<file path="src/rtl/xlat_test_pkg.sv">
// Constants shared by the translation buffer test access logic
`default_nettype none
package xlat_test_pkg;
    // ==========================================================
    // Register byte offsets
    localparam logic [31:0] OFF_CMD        = 32'h0000_0000;
    localparam logic [31:0] OFF_DATA       = 32'h0000_0004;
    localparam logic [31:0] OFF_CTRL       = 32'h0000_0008;
    localparam logic [31:0] OFF_PDBR       = 32'h0000_000C;
    // ==========================================================
    // Command register fields
    localparam int          CMD_LIN_LSB    = 12;
    localparam int          CMD_VALID      = 11;
    localparam int          CMD_D          = 10;
    localparam int          CMD_DN         = 9;
    localparam int          CMD_U          = 8;
    localparam int          CMD_UN         = 7;
    localparam int          CMD_W          = 6;
    localparam int          CMD_WN         = 5;
    localparam int          CMD_OP         = 0;
    localparam logic [31:0] CMD_MASK       = 32'hFFFF_FFE1;
    // ==========================================================
    // Data register fields
    localparam int          DATA_PHYS_LSB  = 12;
    localparam int          DATA_HIT       = 4;
    localparam int          DATA_SEL_LSB   = 2;
    localparam logic [31:0] DATA_MASK      = 32'hFFFF_F01C;
    localparam logic [31:0] DATA_HIT_CLR   = 32'hFFFF_FFEF;
    // ==========================================================
    // Own control registers
    localparam int          CTRL_PAGING    = 0;
    localparam logic [31:0] CTRL_MASK      = 32'h0000_0001;
    localparam logic [31:0] PDBR_MASK      = 32'hFFFF_F000;
    // ==========================================================
    // Geometry, reset values and response codes
    localparam int          WAYS           = 4;
    localparam int          WAY_BITS       = 2;
    localparam int          PHYS_W         = 20;
    localparam logic [31:0] REG_RESET      = 32'h0000_0000;
    localparam logic [1:0]  RESP_OKAY      = 2'b00;
    localparam logic [1:0]  RESP_SLVERR    = 2'b10;
endpackage
`default_nettype wire

</file>
<file path="src/rtl/xlat_store.sv">
// Entry storage of the associative translation buffer
`default_nettype none
module xlat_store
    import xlat_test_pkg::*;
#(
    parameter int SET_BITS = 3,
    parameter int TAGW     = 17
) (
    // Clock and reset
    input  wire logic                     clk,
    input  wire logic                     reset,
    // Maintenance
    input  wire logic                     clear_all,
    output logic                          valid_any,
    // Entry write port
    input  wire logic                     wr_en,
    input  wire logic [SET_BITS-1:0]      wr_set,
    input  wire logic [WAY_BITS-1:0]      wr_way,
    input  wire logic                     wr_valid,
    input  wire logic [TAGW-1:0]          wr_tag,
    input  wire logic [2:0]               wr_attr,
    input  wire logic [PHYS_W-1:0]        wr_phys,
    // Set read port
    input  wire logic [SET_BITS-1:0]      rd_set,
    output logic [WAYS-1:0]               rd_valid,
    output logic [WAYS*TAGW-1:0]          rd_tag,
    output logic [WAYS*3-1:0]             rd_attr,
    output logic [WAYS*PHYS_W-1:0]        rd_phys
);
    localparam int N = WAYS << SET_BITS;

    logic [N-1:0]        valid_r;
    logic [TAGW-1:0]     tag_r  [N];
    logic [2:0]          attr_r [N];
    logic [PHYS_W-1:0]   phys_r [N];
    wire  [SET_BITS+WAY_BITS-1:0] wr_idx = {wr_set, wr_way};

    always_ff @(posedge clk or posedge reset) begin
        if (reset) begin
            valid_r <= '0;
        end else if (clear_all) begin
            valid_r <= '0;
        end else if (wr_en) begin
            valid_r[wr_idx] <= wr_valid;
        end
    end

    always_ff @(posedge clk) begin
        if (wr_en) begin
            tag_r[wr_idx]  <= wr_tag;
            attr_r[wr_idx] <= wr_attr;
            phys_r[wr_idx] <= wr_phys;
        end
    end

    assign valid_any = |valid_r;

    for (genvar g = 0; g < WAYS; g++) begin : g_way
        wire [SET_BITS+WAY_BITS-1:0] idx = {rd_set, WAY_BITS'(g)};
        assign rd_valid[g]                 = valid_r[idx];
        assign rd_tag[g*TAGW +: TAGW]      = tag_r[idx];
        assign rd_attr[g*3 +: 3]           = attr_r[idx];
        assign rd_phys[g*PHYS_W +: PHYS_W] = phys_r[idx];
    end
endmodule
`default_nettype wire

</file>
<file path="src/rtl/xlat_match.sv">
// Tag and attribute comparison across the ways of one set
`default_nettype none
module xlat_match
    import xlat_test_pkg::*;
#(
    parameter int TAGW = 17
) (
    // Entries of the selected set
    input  wire logic [WAYS-1:0]          rd_valid,
    input  wire logic [WAYS*TAGW-1:0]     rd_tag,
    input  wire logic [WAYS*3-1:0]        rd_attr,
    input  wire logic [WAYS*PHYS_W-1:0]   rd_phys,
    // Search key: tag and true/complement pairs D, U, W
    input  wire logic [TAGW-1:0]          key_tag,
    input  wire logic [5:0]               key_pairs,
    // Result
    output logic                          hit_one,
    output logic [WAY_BITS-1:0]           hit_way,
    output logic [2:0]                    hit_attr,
    output logic [PHYS_W-1:0]             hit_phys
);
    function automatic logic pair_ok(input logic t, input logic c, input logic s);
        pair_ok = (t & s) | (c & ~s);
    endfunction

    logic [WAYS-1:0]   ok;
    logic [WAY_BITS:0] cnt;

    always_comb begin
        cnt      = '0;
        hit_way  = '0;
        hit_attr = '0;
        hit_phys = '0;
        for (int i = 0; i < WAYS; i++) begin
            ok[i] = rd_valid[i] && (rd_tag[i*TAGW +: TAGW] == key_tag)
                 && pair_ok(key_pairs[5], key_pairs[4], rd_attr[i*3+2])
                 && pair_ok(key_pairs[3], key_pairs[2], rd_attr[i*3+1])
                 && pair_ok(key_pairs[1], key_pairs[0], rd_attr[i*3]);
            if (ok[i]) begin
                cnt      = cnt + 1'b1;
                hit_way  = WAY_BITS'(i);
                hit_attr = rd_attr[i*3 +: 3];
                hit_phys = rd_phys[i*PHYS_W +: PHYS_W];
            end
        end
    end

    assign hit_one = (cnt == 1);
endmodule
`default_nettype wire

</file>
<file path="src/rtl/xlat_test_access.sv">
// Software test access to the translation buffer over AXI4-Lite
`default_nettype none
module xlat_test_access
    import xlat_test_pkg::*;
#(
    parameter int SET_BITS = 3
) (
    // Clock and reset
    input  wire logic          clk,
    input  wire logic          reset,
    // AXI4-Lite write address
    input  wire logic [31:0]   s_axi_awaddr,
    input  wire logic          s_axi_awvalid,
    output logic               s_axi_awready,
    // AXI4-Lite write data
    input  wire logic [31:0]   s_axi_wdata,
    input  wire logic [3:0]    s_axi_wstrb,
    input  wire logic          s_axi_wvalid,
    output logic               s_axi_wready,
    // AXI4-Lite write response
    output logic [1:0]         s_axi_bresp,
    output logic               s_axi_bvalid,
    input  wire logic          s_axi_bready,
    // AXI4-Lite read address
    input  wire logic [31:0]   s_axi_araddr,
    input  wire logic          s_axi_arvalid,
    output logic               s_axi_arready,
    // AXI4-Lite read data
    output logic [31:0]        s_axi_rdata,
    output logic [1:0]         s_axi_rresp,
    output logic               s_axi_rvalid,
    input  wire logic          s_axi_rready
);
    localparam int TAGW = PHYS_W - SET_BITS;

    // ==========================================================
    // Helpers
    function automatic logic [31:0] merge(input logic [31:0] old, input logic [31:0] nw,
                                          input logic [3:0] strb);
        for (int b = 0; b < 4; b++) begin
            merge[b*8 +: 8] = strb[b] ? nw[b*8 +: 8] : old[b*8 +: 8];
        end
    endfunction

    function automatic logic mapped(input logic [31:0] a);
        mapped = (a == OFF_CMD) || (a == OFF_DATA) || (a == OFF_CTRL) || (a == OFF_PDBR);
    endfunction

    function automatic logic attr_of(input logic t, input logic c);
        attr_of = t & ~c;
    endfunction

    // ==========================================================
    // Write channel capture
    logic                aw_have_r;
    logic [31:0]         aw_addr_r;
    logic                w_have_r;
    logic [31:0]         w_data_r;
    logic [3:0]          w_strb_r;
    logic                bvalid_r;
    logic [1:0]          bresp_r;

    assign s_axi_awready = !aw_have_r && !bvalid_r;
    assign s_axi_wready  = !w_have_r && !bvalid_r;
    assign s_axi_bvalid  = bvalid_r;
    assign s_axi_bresp   = bresp_r;

    wire do_write = aw_have_r && w_have_r && !bvalid_r;

    always_ff @(posedge clk or posedge reset) begin
        if (reset) begin
            aw_have_r <= 1'b0;
            aw_addr_r <= REG_RESET;
        end else if (s_axi_awvalid && s_axi_awready) begin
            aw_have_r <= 1'b1;
            aw_addr_r <= s_axi_awaddr;
        end else if (do_write) begin
            aw_have_r <= 1'b0;
        end
    end

    always_ff @(posedge clk or posedge reset) begin
        if (reset) begin
            w_have_r <= 1'b0;
            w_data_r <= REG_RESET;
            w_strb_r <= 4'h0;
        end else if (s_axi_wvalid && s_axi_wready) begin
            w_have_r <= 1'b1;
            w_data_r <= s_axi_wdata;
            w_strb_r <= s_axi_wstrb;
        end else if (do_write) begin
            w_have_r <= 1'b0;
        end
    end

    always_ff @(posedge clk or posedge reset) begin
        if (reset) begin
            bvalid_r <= 1'b0;
            bresp_r  <= RESP_OKAY;
        end else if (do_write) begin
            bvalid_r <= 1'b1;
            bresp_r  <= mapped(aw_addr_r) ? RESP_OKAY : RESP_SLVERR;
        end else if (s_axi_bready) begin
            bvalid_r <= 1'b0;
        end
    end

    // ==========================================================
    // Register state
    logic [31:0]         cmd_r;
    logic [31:0]         data_r;
    logic                paging_r;
    logic [31:0]         pdbr_r;
    logic [WAY_BITS-1:0] repl_r;

    wire wr_cmd  = do_write && (aw_addr_r == OFF_CMD);
    wire wr_data = do_write && (aw_addr_r == OFF_DATA);
    wire wr_ctrl = do_write && (aw_addr_r == OFF_CTRL);
    wire wr_pdbr = do_write && (aw_addr_r == OFF_PDBR);

    wire [31:0] cmd_wval  = merge(cmd_r, w_data_r, w_strb_r) & CMD_MASK;
    wire [31:0] data_wval = merge(data_r, w_data_r, w_strb_r) & DATA_MASK;
    wire [31:0] ctrl_wval = merge({31'h0, paging_r}, w_data_r, w_strb_r) & CTRL_MASK;

    wire test_go   = wr_cmd && !paging_r;
    wire lookup_op = test_go && cmd_wval[CMD_OP];
    wire write_op  = test_go && !cmd_wval[CMD_OP];

    // ==========================================================
    // Buffer storage and search
    wire [31:0]               key      = wr_cmd ? cmd_wval : cmd_r;
    wire [SET_BITS-1:0]       key_set  = key[CMD_LIN_LSB +: SET_BITS];
    wire [TAGW-1:0]           key_tag  = key[CMD_LIN_LSB+SET_BITS +: TAGW];
    wire [5:0]                key_pair = key[CMD_D:CMD_WN];
    wire                      place_r  = data_r[DATA_HIT];
    wire [WAY_BITS-1:0]       wr_way   = place_r ? data_r[DATA_SEL_LSB +: WAY_BITS]
                                                 : repl_r;
    wire [2:0]                wr_attr  = {attr_of(cmd_wval[CMD_D], cmd_wval[CMD_DN]),
                                          attr_of(cmd_wval[CMD_U], cmd_wval[CMD_UN]),
                                          attr_of(cmd_wval[CMD_W], cmd_wval[CMD_WN])};
    logic                     valid_any;
    logic [WAYS-1:0]          rd_valid;
    logic [WAYS*TAGW-1:0]     rd_tag;
    logic [WAYS*3-1:0]        rd_attr;
    logic [WAYS*PHYS_W-1:0]   rd_phys;
    logic                     hit_one;
    logic [WAY_BITS-1:0]      hit_way;
    logic [2:0]               hit_attr;
    logic [PHYS_W-1:0]        hit_phys;

    xlat_store #(.SET_BITS(SET_BITS), .TAGW(TAGW)) u_store (
        .clk       (clk),
        .reset     (reset),
        .clear_all (wr_pdbr),
        .valid_any (valid_any),
        .wr_en     (write_op),
        .wr_set    (key_set),
        .wr_way    (wr_way),
        .wr_valid  (cmd_wval[CMD_VALID]),
        .wr_tag    (key_tag),
        .wr_attr   (wr_attr),
        .wr_phys   (data_r[DATA_PHYS_LSB +: PHYS_W]),
        .rd_set    (key_set),
        .rd_valid  (rd_valid),
        .rd_tag    (rd_tag),
        .rd_attr   (rd_attr),
        .rd_phys   (rd_phys)
    );

    xlat_match #(.TAGW(TAGW)) u_match (
        .rd_valid  (rd_valid),
        .rd_tag    (rd_tag),
        .rd_attr   (rd_attr),
        .rd_phys   (rd_phys),
        .key_tag   (key_tag),
        .key_pairs (key_pair),
        .hit_one   (hit_one),
        .hit_way   (hit_way),
        .hit_attr  (hit_attr),
        .hit_phys  (hit_phys)
    );

    // ==========================================================
    // Next values of the test registers
    wire [31:0] cmd_hit  = {cmd_wval[31:CMD_LIN_LSB], 1'b1,
                            hit_attr[2], ~hit_attr[2], hit_attr[1], ~hit_attr[1],
                            hit_attr[0], ~hit_attr[0], 4'h0, cmd_wval[CMD_OP]};
    wire [31:0] data_hit = {hit_phys, 7'h00, 1'b1, hit_way, 2'b00};
    wire [31:0] cmd_nxt  = (lookup_op && hit_one) ? cmd_hit : cmd_wval;
    wire [31:0] data_nxt = !lookup_op ? data_wval
                         : hit_one    ? data_hit
                         :              (data_r & DATA_HIT_CLR);

    always_ff @(posedge clk or posedge reset) begin
        if (reset) begin
            cmd_r <= REG_RESET;
        end else if (wr_cmd) begin
            cmd_r <= cmd_nxt;
        end
    end

    always_ff @(posedge clk or posedge reset) begin
        if (reset) begin
            data_r <= REG_RESET;
        end else if (wr_data || lookup_op) begin
            data_r <= data_nxt;
        end
    end

    always_ff @(posedge clk or posedge reset) begin
        if (reset) begin
            paging_r <= 1'b0;
            pdbr_r   <= REG_RESET;
        end else begin
            if (wr_ctrl) begin
                paging_r <= ctrl_wval[CTRL_PAGING];
            end
            if (wr_pdbr) begin
                pdbr_r <= merge(pdbr_r, w_data_r, w_strb_r) & PDBR_MASK;
            end
        end
    end

    always_ff @(posedge clk or posedge reset) begin
        if (reset) begin
            repl_r <= '0;
        end else if (write_op && !place_r) begin
            repl_r <= repl_r + 1'b1;
        end
    end

    // ==========================================================
    // Read channel
    logic                rvalid_r;
    logic [31:0]         rdata_r;
    logic [1:0]          rresp_r;

    assign s_axi_arready = !rvalid_r;
    assign s_axi_rvalid  = rvalid_r;
    assign s_axi_rdata   = rdata_r;
    assign s_axi_rresp   = rresp_r;

    wire [31:0] rd_mux = (s_axi_araddr == OFF_CMD)  ? cmd_r
                       : (s_axi_araddr == OFF_DATA) ? data_r
                       : (s_axi_araddr == OFF_CTRL) ? {31'h0, paging_r}
                       : (s_axi_araddr == OFF_PDBR) ? pdbr_r
                       :                              REG_RESET;

    always_ff @(posedge clk or posedge reset) begin
        if (reset) begin
            rvalid_r <= 1'b0;
            rdata_r  <= REG_RESET;
            rresp_r  <= RESP_OKAY;
        end else if (s_axi_arvalid && s_axi_arready) begin
            rvalid_r <= 1'b1;
            rdata_r  <= rd_mux;
            rresp_r  <= mapped(s_axi_araddr) ? RESP_OKAY : RESP_SLVERR;
        end else if (s_axi_rready) begin
            rvalid_r <= 1'b0;
        end
    end

    // ==========================================================
    // Checks
    logic [WAY_BITS-1:0] last_way_r;
    always_ff @(posedge clk or posedge reset) begin
        if (reset) begin
            last_way_r <= '0;
        end else if (write_op) begin
            last_way_r <= wr_way;
        end
    end
    wire [TAGW-1:0] chk_tag   = rd_tag[last_way_r*TAGW +: TAGW];
    wire            chk_valid = rd_valid[last_way_r];
    wire [2:0]      chk_attr  = rd_attr[last_way_r*3 +: 3];

    property p_paging_blocks;
        @(posedge clk) disable iff (reset)
        (wr_cmd && paging_r) |=> $stable(data_r) && ($past(repl_r) == repl_r);
    endproperty
    a_paging_blocks: assert property (p_paging_blocks) else $error("test op ran with paging on");

    property p_write_stores;
        @(posedge clk) disable iff (reset)
        write_op |=> (chk_tag == $past(key_tag)) && (chk_valid == $past(cmd_wval[CMD_VALID]));
    endproperty
    a_write_stores: assert property (p_write_stores) else $error("entry not written");

    property p_hit_loads;
        @(posedge clk) disable iff (reset)
        (lookup_op && hit_one) |=> data_r[DATA_PHYS_LSB +: PHYS_W] == $past(hit_phys)
                                   && cmd_r[CMD_VALID];
    endproperty
    a_hit_loads: assert property (p_hit_loads) else $error("hit did not load fields");

    property p_miss_keeps;
        @(posedge clk) disable iff (reset)
        (lookup_op && !hit_one) |=> !data_r[DATA_HIT]
            && (data_r[31:DATA_PHYS_LSB] == $past(data_r[31:DATA_PHYS_LSB]));
    endproperty
    a_miss_keeps: assert property (p_miss_keeps) else $error("miss changed fields");

    property p_hit_flag;
        @(posedge clk) disable iff (reset)
        (lookup_op && hit_one) |=> data_r[DATA_HIT]
            && (data_r[DATA_SEL_LSB +: WAY_BITS] == $past(hit_way));
    endproperty
    a_hit_flag: assert property (p_hit_flag) else $error("hit flag not set");

    property p_repl_step;
        @(posedge clk) disable iff (reset)
        write_op |=> repl_r == ($past(place_r) ? $past(repl_r) : $past(repl_r) + 2'd1);
    endproperty
    a_repl_step: assert property (p_repl_step) else $error("replacement pointer wrong");

    property p_clear_all;
        @(posedge clk) disable iff (reset)
        wr_pdbr |=> !valid_any;
    endproperty
    a_clear_all: assert property (p_clear_all) else $error("valid bits survived clear");

    property p_pair_miss;
        @(posedge clk) disable iff (reset)
        (lookup_op && (key_pair[5:4] == 2'b00)) |-> !hit_one;
    endproperty
    a_pair_miss: assert property (p_pair_miss) else $error("pair 00 matched");

    property p_attr_store;
        @(posedge clk) disable iff (reset)
        (write_op && (cmd_wval[CMD_D] != cmd_wval[CMD_DN])) |=>
            chk_attr[2] == $past(cmd_wval[CMD_D]);
    endproperty
    a_attr_store: assert property (p_attr_store) else $error("attribute stored wrong");

    property p_bresp_time;
        @(posedge clk) disable iff (reset)
        do_write |=> s_axi_bvalid;
    endproperty
    a_bresp_time: assert property (p_bresp_time) else $error("write response late");
endmodule
`default_nettype wire

</file>
<file path="config.mk">
export PLATFORM = sky130hd
export DESIGN_NAME = xlat_test_access
export DESIGN_NICKNAME = d
export VERILOG_FILES = /design/src/rtl/xlat_test_pkg.sv /design/src/rtl/xlat_store.sv /design/src/rtl/xlat_match.sv /design/src/rtl/xlat_test_access.sv
export SDC_FILE = /design/constraint.sdc
export NUM_CORES = 2
export LEC_CHECK = 0
export BUFFER_PORTS_ARGS = -buffer_cell sky130_fd_sc_hd__buf_2
export CORE_MARGIN = 4
export CORE_UTILIZATION = 40
export DETAILED_ROUTE_END_ITERATION = 12
export PLACE_DENSITY = 0.53
export SYNTH_ARGS = -nofsm -noshare
export SYNTH_HDL_FRONTEND = slang
export SYNTH_SLANG_ARGS = --single-unit
</file>
<file path="constraint.sdc">
create_clock -name clk -period 10 [get_ports clk]
set_input_delay 0.5 -clock clk [delete_from_list [all_inputs] [get_ports clk]]
set_output_delay 0.5 -clock clk [all_outputs]
set_load 0.02 [all_outputs]
</file>
== Word level (Yosys, flattened, before mapping) ==
Memories as Yosys holds them, arrays and structs flattened.
Index checks and enable logic that the tools add are counted.

* Register bits: 227
* Bits in writable memories: 1280
* Word-level logic and storage cells: 229
* Memories: 3
* Input bits: 107
* Output and inout port bits: 41

{| class="wikitable"
|+ Memory list
! name !! words !! width !! rd ports !! clocked after memory_dff !! write ports !! RTL line !! source
|-
| u_store.phys_r || 32 || 20 || 4 || 0 || 1 || xlat_store.sv:35 || <nowiki>logic [PHYS_W-1:0] phys_r [N];</nowiki>
|-
| u_store.tag_r || 32 || 17 || 4 || 0 || 1 || xlat_store.sv:33 || <nowiki>logic [TAGW-1:0] tag_r [N];</nowiki>
|-
| u_store.attr_r || 32 || 3 || 4 || 0 || 1 || xlat_store.sv:34 || <nowiki>logic [2:0] attr_r [N];</nowiki>
|}

* Bitwise gates (word level): 57
* Order comparisons: 6
* Add/sub/neg operators: 4
* Equality and inequality tests: 12
* Reduce and logical (&&, ||, !) cells: 68
* Multiplexer cells: 56

{| class="wikitable"
|+ Operators with widths
! kind !! count
|-
| 32-bit two-way mux || 9
|-
| 32-bit by 4-bit equality test with 1-bit output (second input constant) || 4
|-
| 20-bit two-way mux || 4
|-
| 17-bit equality test || 4
|-
| 32-bit by 3-bit equality test with 1-bit output (second input constant) || 2
|-
| 32-bit logical NOT || 2
|-
| 8-bit two-way mux || 7
|-
| 1-bit logical AND || 33
|-
| 32-bit bitwise mux || 1
|-
| 5-bit by 6-bit < comparator with 1-bit output (second input constant) || 5
|-
| 1-bit bitwise AND || 27
|-
| 3-bit two-way mux || 7
|-
| 1-bit inverter || 18
|-
| 2-bit nonzero test || 9
|-
| 1-bit two-way mux || 16
|-
| 1-bit binary-select mux with 3-bit select || 4
|-
| 12-bit two-way mux || 1
|-
| 1-bit bitwise OR || 12
|-
| 2-bit AND reduction || 6
|-
| 3-bit AND reduction || 4
|-
| 2-bit two-way mux || 5
|-
| 1-bit logical NOT || 7
|-
| 1-bit logical OR || 7
|-
| 3-bit by 1-bit adder with 3-bit output (second input constant) || 2
|-
| 7 further kinds || 7
|}

== Longest topological paths before layout ==
An unclocked memory read counts as a cell.

* Depth after elaboration: 21
* Mapped depth: 30
* Depth with buffers taken out: 22

== Modules after synthesis ==
From an unflattened synthesis, not the netlist that was laid out.

* Cells, all modules: 3601
* Area, all modules: 62007.0 µm²

{| class="wikitable"
|+ By module, submodules not included
! module !! instances !! cells each !! area each (µm²)
|-
| xlat_store || 1 || 2629 || 51727.1
|-
| xlat_test_access || 1 || 722 || 8416.8
|-
| xlat_match || 1 || 250 || 1863.0
|}

== Worst setup path before layout ==
OpenSTA, ideal clock, no wires.

* Path type: register to register
* Start point: register bvalid_r, in the netlist s_axi_bvalid
* End point: register data_r[17]
* Cell stages (with the launch flop): 26
* Arrival time: 5.678 ns
* Path slack: 4.196 ns
* Buffers on the path: 6
* Path through: dfrtp_1 and3b_1 buf_2 nand3_2 nor3_4 buf_6 mux2i_1 clkbuf_1 clkbuf_1 clkbuf_1 a22oi_1 a22oi_1 mux2_2 nor4_1 nand4_1 nor2_1 ha_1 xnor2_1 ha_1 nand4b_1 nor3_1 a2111o_1 nand3_1 a21oi_4 buf_4 o311a_1

* Longest elaborated chain between the ends: 21

{| class="wikitable"
|+ Ends and longest elaborated chain
! element !! RTL line !! source
|-
| start, declared || xlat_test_access.sv:60 || <nowiki>logic bvalid_r;</nowiki>
|-
| start signal, assigned || xlat_test_access.sv:98 || <nowiki>bvalid_r <= 1'b0;</nowiki>
|-
| start signal, assigned || xlat_test_access.sv:101 || <nowiki>bvalid_r <= 1'b1;</nowiki>
|-
| start signal, assigned || xlat_test_access.sv:104 || <nowiki>bvalid_r <= 1'b0;</nowiki>
|-
| 1-bit logical NOT * || xlat_test_access.sv:68 || <nowiki>wire do_write = aw_have_r && w_have_r && !bvalid_r;</nowiki>
|-
| 1-bit logical AND * || xlat_test_access.sv:68 ||
|-
| branches (longest 19 deep; another with memory 32 x 17 bit) || - ||
|-
| end signal, assigned || xlat_test_access.sv:206 || <nowiki>data_r <= data_nxt;</nowiki>
|-
| end, declared || xlat_test_access.sv:111 || <nowiki>logic [31:0] data_r;</nowiki>
|}

Mark *: on every way between the ends. The select of a mux whose other input is x is not followed.
A chain may end at the register's enable or synchronous reset.

== Worst setup path after layout ==
* Start point: register aw_addr_r[0]
* End point: register data_r[17]

* Longest elaborated chain between the ends: 20

{| class="wikitable"
|+ Ends and longest elaborated chain
! element !! RTL line !! source
|-
| start, declared || xlat_test_access.sv:56 || <nowiki>logic [31:0] aw_addr_r;</nowiki>
|-
| start signal, assigned || xlat_test_access.sv:76 || <nowiki>aw_addr_r <= s_axi_awaddr;</nowiki>
|-
| branches (longest 20 deep; another with memory 32 x 17 bit) || - ||
|}

Several ways; the timed one is not identified. The select of a mux whose other input is x is not followed.

==> run metrics <==
Hold WC Path Type primary input to flip-flop; placed cell area approximately 0.063 mm^2; Reg2Reg Launch Point aw_addr_r[0]$_DFFE_PP0P_; met2 Usage GRT 39.90%; GRT overflow 0; CTS clk-pin slew, worst paths 0.06 ns; Post-synth EDFFs 1280; GR Layer Usage met1 36.50%; number of top-level pins between 100 and 150; Ys Warns 0; Final ANT Viol Nets 0; WL per Instance 32.75 um; Mapped Avg Cell Area 15.06 um^2; Initial Util 40.40%; Max Slew Vio Count 0; HP Start s_axi_arvalid; maxcap violations 0; commonest cells in the netlist edfxtp_1, o22ai_1, dfrtp_1, nand2_1, nor2_1; VDD IR max 0.1244 mV; HPWL after DPL 117.3 mm; final setup fails 0; Die W 394.9 um; DR DRC count 0; placed cell count roughly 5900; total core area 0.1482 mm^2; Synth Register Bits 1491; cell with the most instances after synthesis edfxtp_1; fmax 0.1176 GHz; crit end category flip-flop; Arrival @ worst endpoint 9.20 ns; CP Cell Sequence nor4_4 > nand4_4 > nor3_4 > buf_4 > mux2_4 > buf_4 > a211oi_1 > nor4_1 > xnor2_1 > nor4_1 > nand4_1 > o21ai_0 > ha_1 > nand4b_1 > nor3_1 > a2111o_1 > nand3_1 > a21oi_4 > buf_12 > a21bo_2 > o311a_1; fin nets 4339; Worst-Skew Late Latency between 0.8 and 0.9 ns; cts bufs inserted 156; Yosys cell types 95; part of the cycle the worst path needs 85.01%; RSZ-0062 raised after global routing false; flop-to-flop setup slack 1.50 ns; CTS max path bufs 3; ys async rst share 14.15%; Post-Place Worst Slack 1.632 ns; drt total wl 206.0 mm; Hold EP s_axi_rvalid$_DFFE_PP0P_; area grow syn2layout 15.47%; Period minus WS final 8.501 ns; final hold violation count 0; Critical Path Fanout Max 51; post_cts resized 0; non-filler cells, final 6291; CTS HTree Levels 4; FP Rows 141; Slew @ Worst Pin 1.282 ns; Clock Skew roughly 0.034 ns; Crit path largest cell delay 0.95 ns; post-route design area roughly 0.07 mm^2; routability cong. 0.9087; CTS tree yes; Die H roughly 400 um; GR Util All Layers 25.77%; pin count of the biggest net entering global routing 146; share of cells above drive strength 1 between 10% and 20%; critical path class flip-flop to flip-flop; first-pass GRT wire length 289.2 mm; DR iter-0 viols 5133; initial antenna violation count 3; share of the synthesized area in the top cell type 64.21%; drt first pass iters 6; status finished clean; vias 39290; Port Buffers between 100 and 150; die area 0.1559 mm^2; worst reg2reg path depth 21; Hold Path Cell Cnt 4; Synth Flop Type edfxtp_1; post-synthesis sequential area ratio between 70% and 80%; vias per cell around 6.2; vias in the first global route between 30000 and 40000; slowest CP cell nor4_1; Reg area about 0.044 mm^2; Worst EP required 10.70 ns; PnR worst setup slack 1.499 ns; leading area contributor after synthesis edfxtp_1; Filler cells 12860; power per cell area roughly 200 mW/mm^2; Max-slew headroom 14.33%; TNS Setup 0 ns; mapped cell area 0.05986 mm^2; Synth Instances 3975; GR Util met3 4.861%; fin util ~47%; Top Usage Layer GRT met2; Synth area leaders edfxtp_1, dfrtp_1, o22ai_1; area taken by multi-input logic gates 0.01508 mm^2; R2R Path End data_r[17]$_DFFE_PP0P_; CTS Sinks 1491; Worst setup SP type flip-flop; LEAKAGE 0.02403 uW; clk root buf clkbuf_16
critical path: cells and delay by family, from the launching register on:
family	cells	cell delay [ns]
AND/OR/NAND/NOR	9	4.18
AO/OA/AOI/OAI	6	1.41
buffers and inverters	3	1.12
multiplexers	1	0.59
flip-flops	1	0.40
XOR/XNOR	1	0.35
adder cells (fa/ha/maj)	1	0.21
power by group:
group / switching [uW] / internal [uW] / total (uW)
clock: 2530 / 3230 / 5760
sequential: 208 / 6870 / 7080
combinational: 438 / 289 / 727
total: 3170 / 10400 / 13600
state kept, by name, summed over array words and instances, names as in the netlist, 23 cells and up:
name,cells
u_store.phys_r,640
s_axi_rdata,32
aw_addr_r,32
data_r,23
u_store.attr_r,96
w_data_r,31
u_store.tag_r,544
u_store.valid_r,32
cmd_r,28
through the flow:
stage | power, uW | hold WS [ns]
after floorplan | 7585 | 0.4444
after global placement | 7881 | 0.4584
after detailed placement | 7897 | 0.4660
after CTS | 13620 | 0.2067
after global routing | 13970 | 0.2628
final | 13570 | 0.2403
kinds of logic after synthesis:
logic type	Yosys count	synth area share, %
buffers and inverters	325	2.489
AO/OA/AOI/OAI	968	11.17
XOR/XNOR	58	0.8486
flip-flops	1491	73.03
AND/OR/NAND/NOR	863	7.618
adder cells (fa/ha/maj)	3	0.06271
other	1	0.006264
multiplexers	266	4.784
area by class of cell:
type	instances	area share (%)
Antenna cell	2	0.007240
Clock buffer	198	5.997
Clock inverter	90	1.303
Inverter	57	0.3312
Multi-Input combinational cell	2160	21.82
Sequential cell	1491	63.24
Tap cell	1930	3.493
Timing Repair Buffer	363	3.808
worst max-delay path by stage:
stage                        startpoint                        to  cells past startpoint
5_1_grt        aw_addr_r[0]$_DFFE_PP0P_    data_r[17]$_DFFE_PP0P_                     21
4_1_cts        aw_addr_r[0]$_DFFE_PP0P_    data_r[17]$_DFFE_PP0P_                     21
6_report       aw_addr_r[0]$_DFFE_PP0P_    data_r[17]$_DFFE_PP0P_                     21
3_5_place_dp   aw_addr_r[0]$_DFFE_PP0P_    data_r[17]$_DFFE_PP0P_                     21
3_3_place_gp   aw_addr_r[0]$_DFFE_PP0P_    data_r[17]$_DFFE_PP0P_                     21
2_1_floorplan                     reset  aw_addr_r[0]$_DFFE_PP0P_                      1
what timing repair did:
item | CTS | global route
endpoints found under the hold margin | 143 | 0
setup buffers | 0 | 0
hold buffers | 72 | 0
endpoints found under the setup margin | 0 | 0
metal layers:
metal	vias up	wire, um	share of wire [%]
li1	16460	-	-
met3	368	18880	9.2
met2	2077	93730	45
met5	-	13	0.0063
met4	2	7505	3.6
met1	20390	85910	42
placed cells by master (no fill, tap or decap), drive strengths merged, types with 11 or more instances in the layout:
cell type    Yosys  final
edfxtp        1280   1280
o22ai          318    318
buf            103    291
nand2          211    211
dfrtp          211    211
clkbuf         165    198
nor2           181    181
mux2           135    135
o21ai          131    131
and3           130    130
mux2i          129    129
a211oi         127    127
a21oi           84     84
nor4            82     82
dlygate4sd3      0     72
nand3           72     72
clkinv           1     68
inv             56     64
nor3            62     62
xnor2           55     55
o221ai          51     51
a22oi           42     42
a2111oi         38     38
nand4           28     28
a31oi           27     27
or3             18     18
or4             16     16
a32oi           16     16
and2            15     15
a22o            12     12
a221o           11     11
a221oi          11     11
No activity file was read; power rests on OpenSTA's default activity.
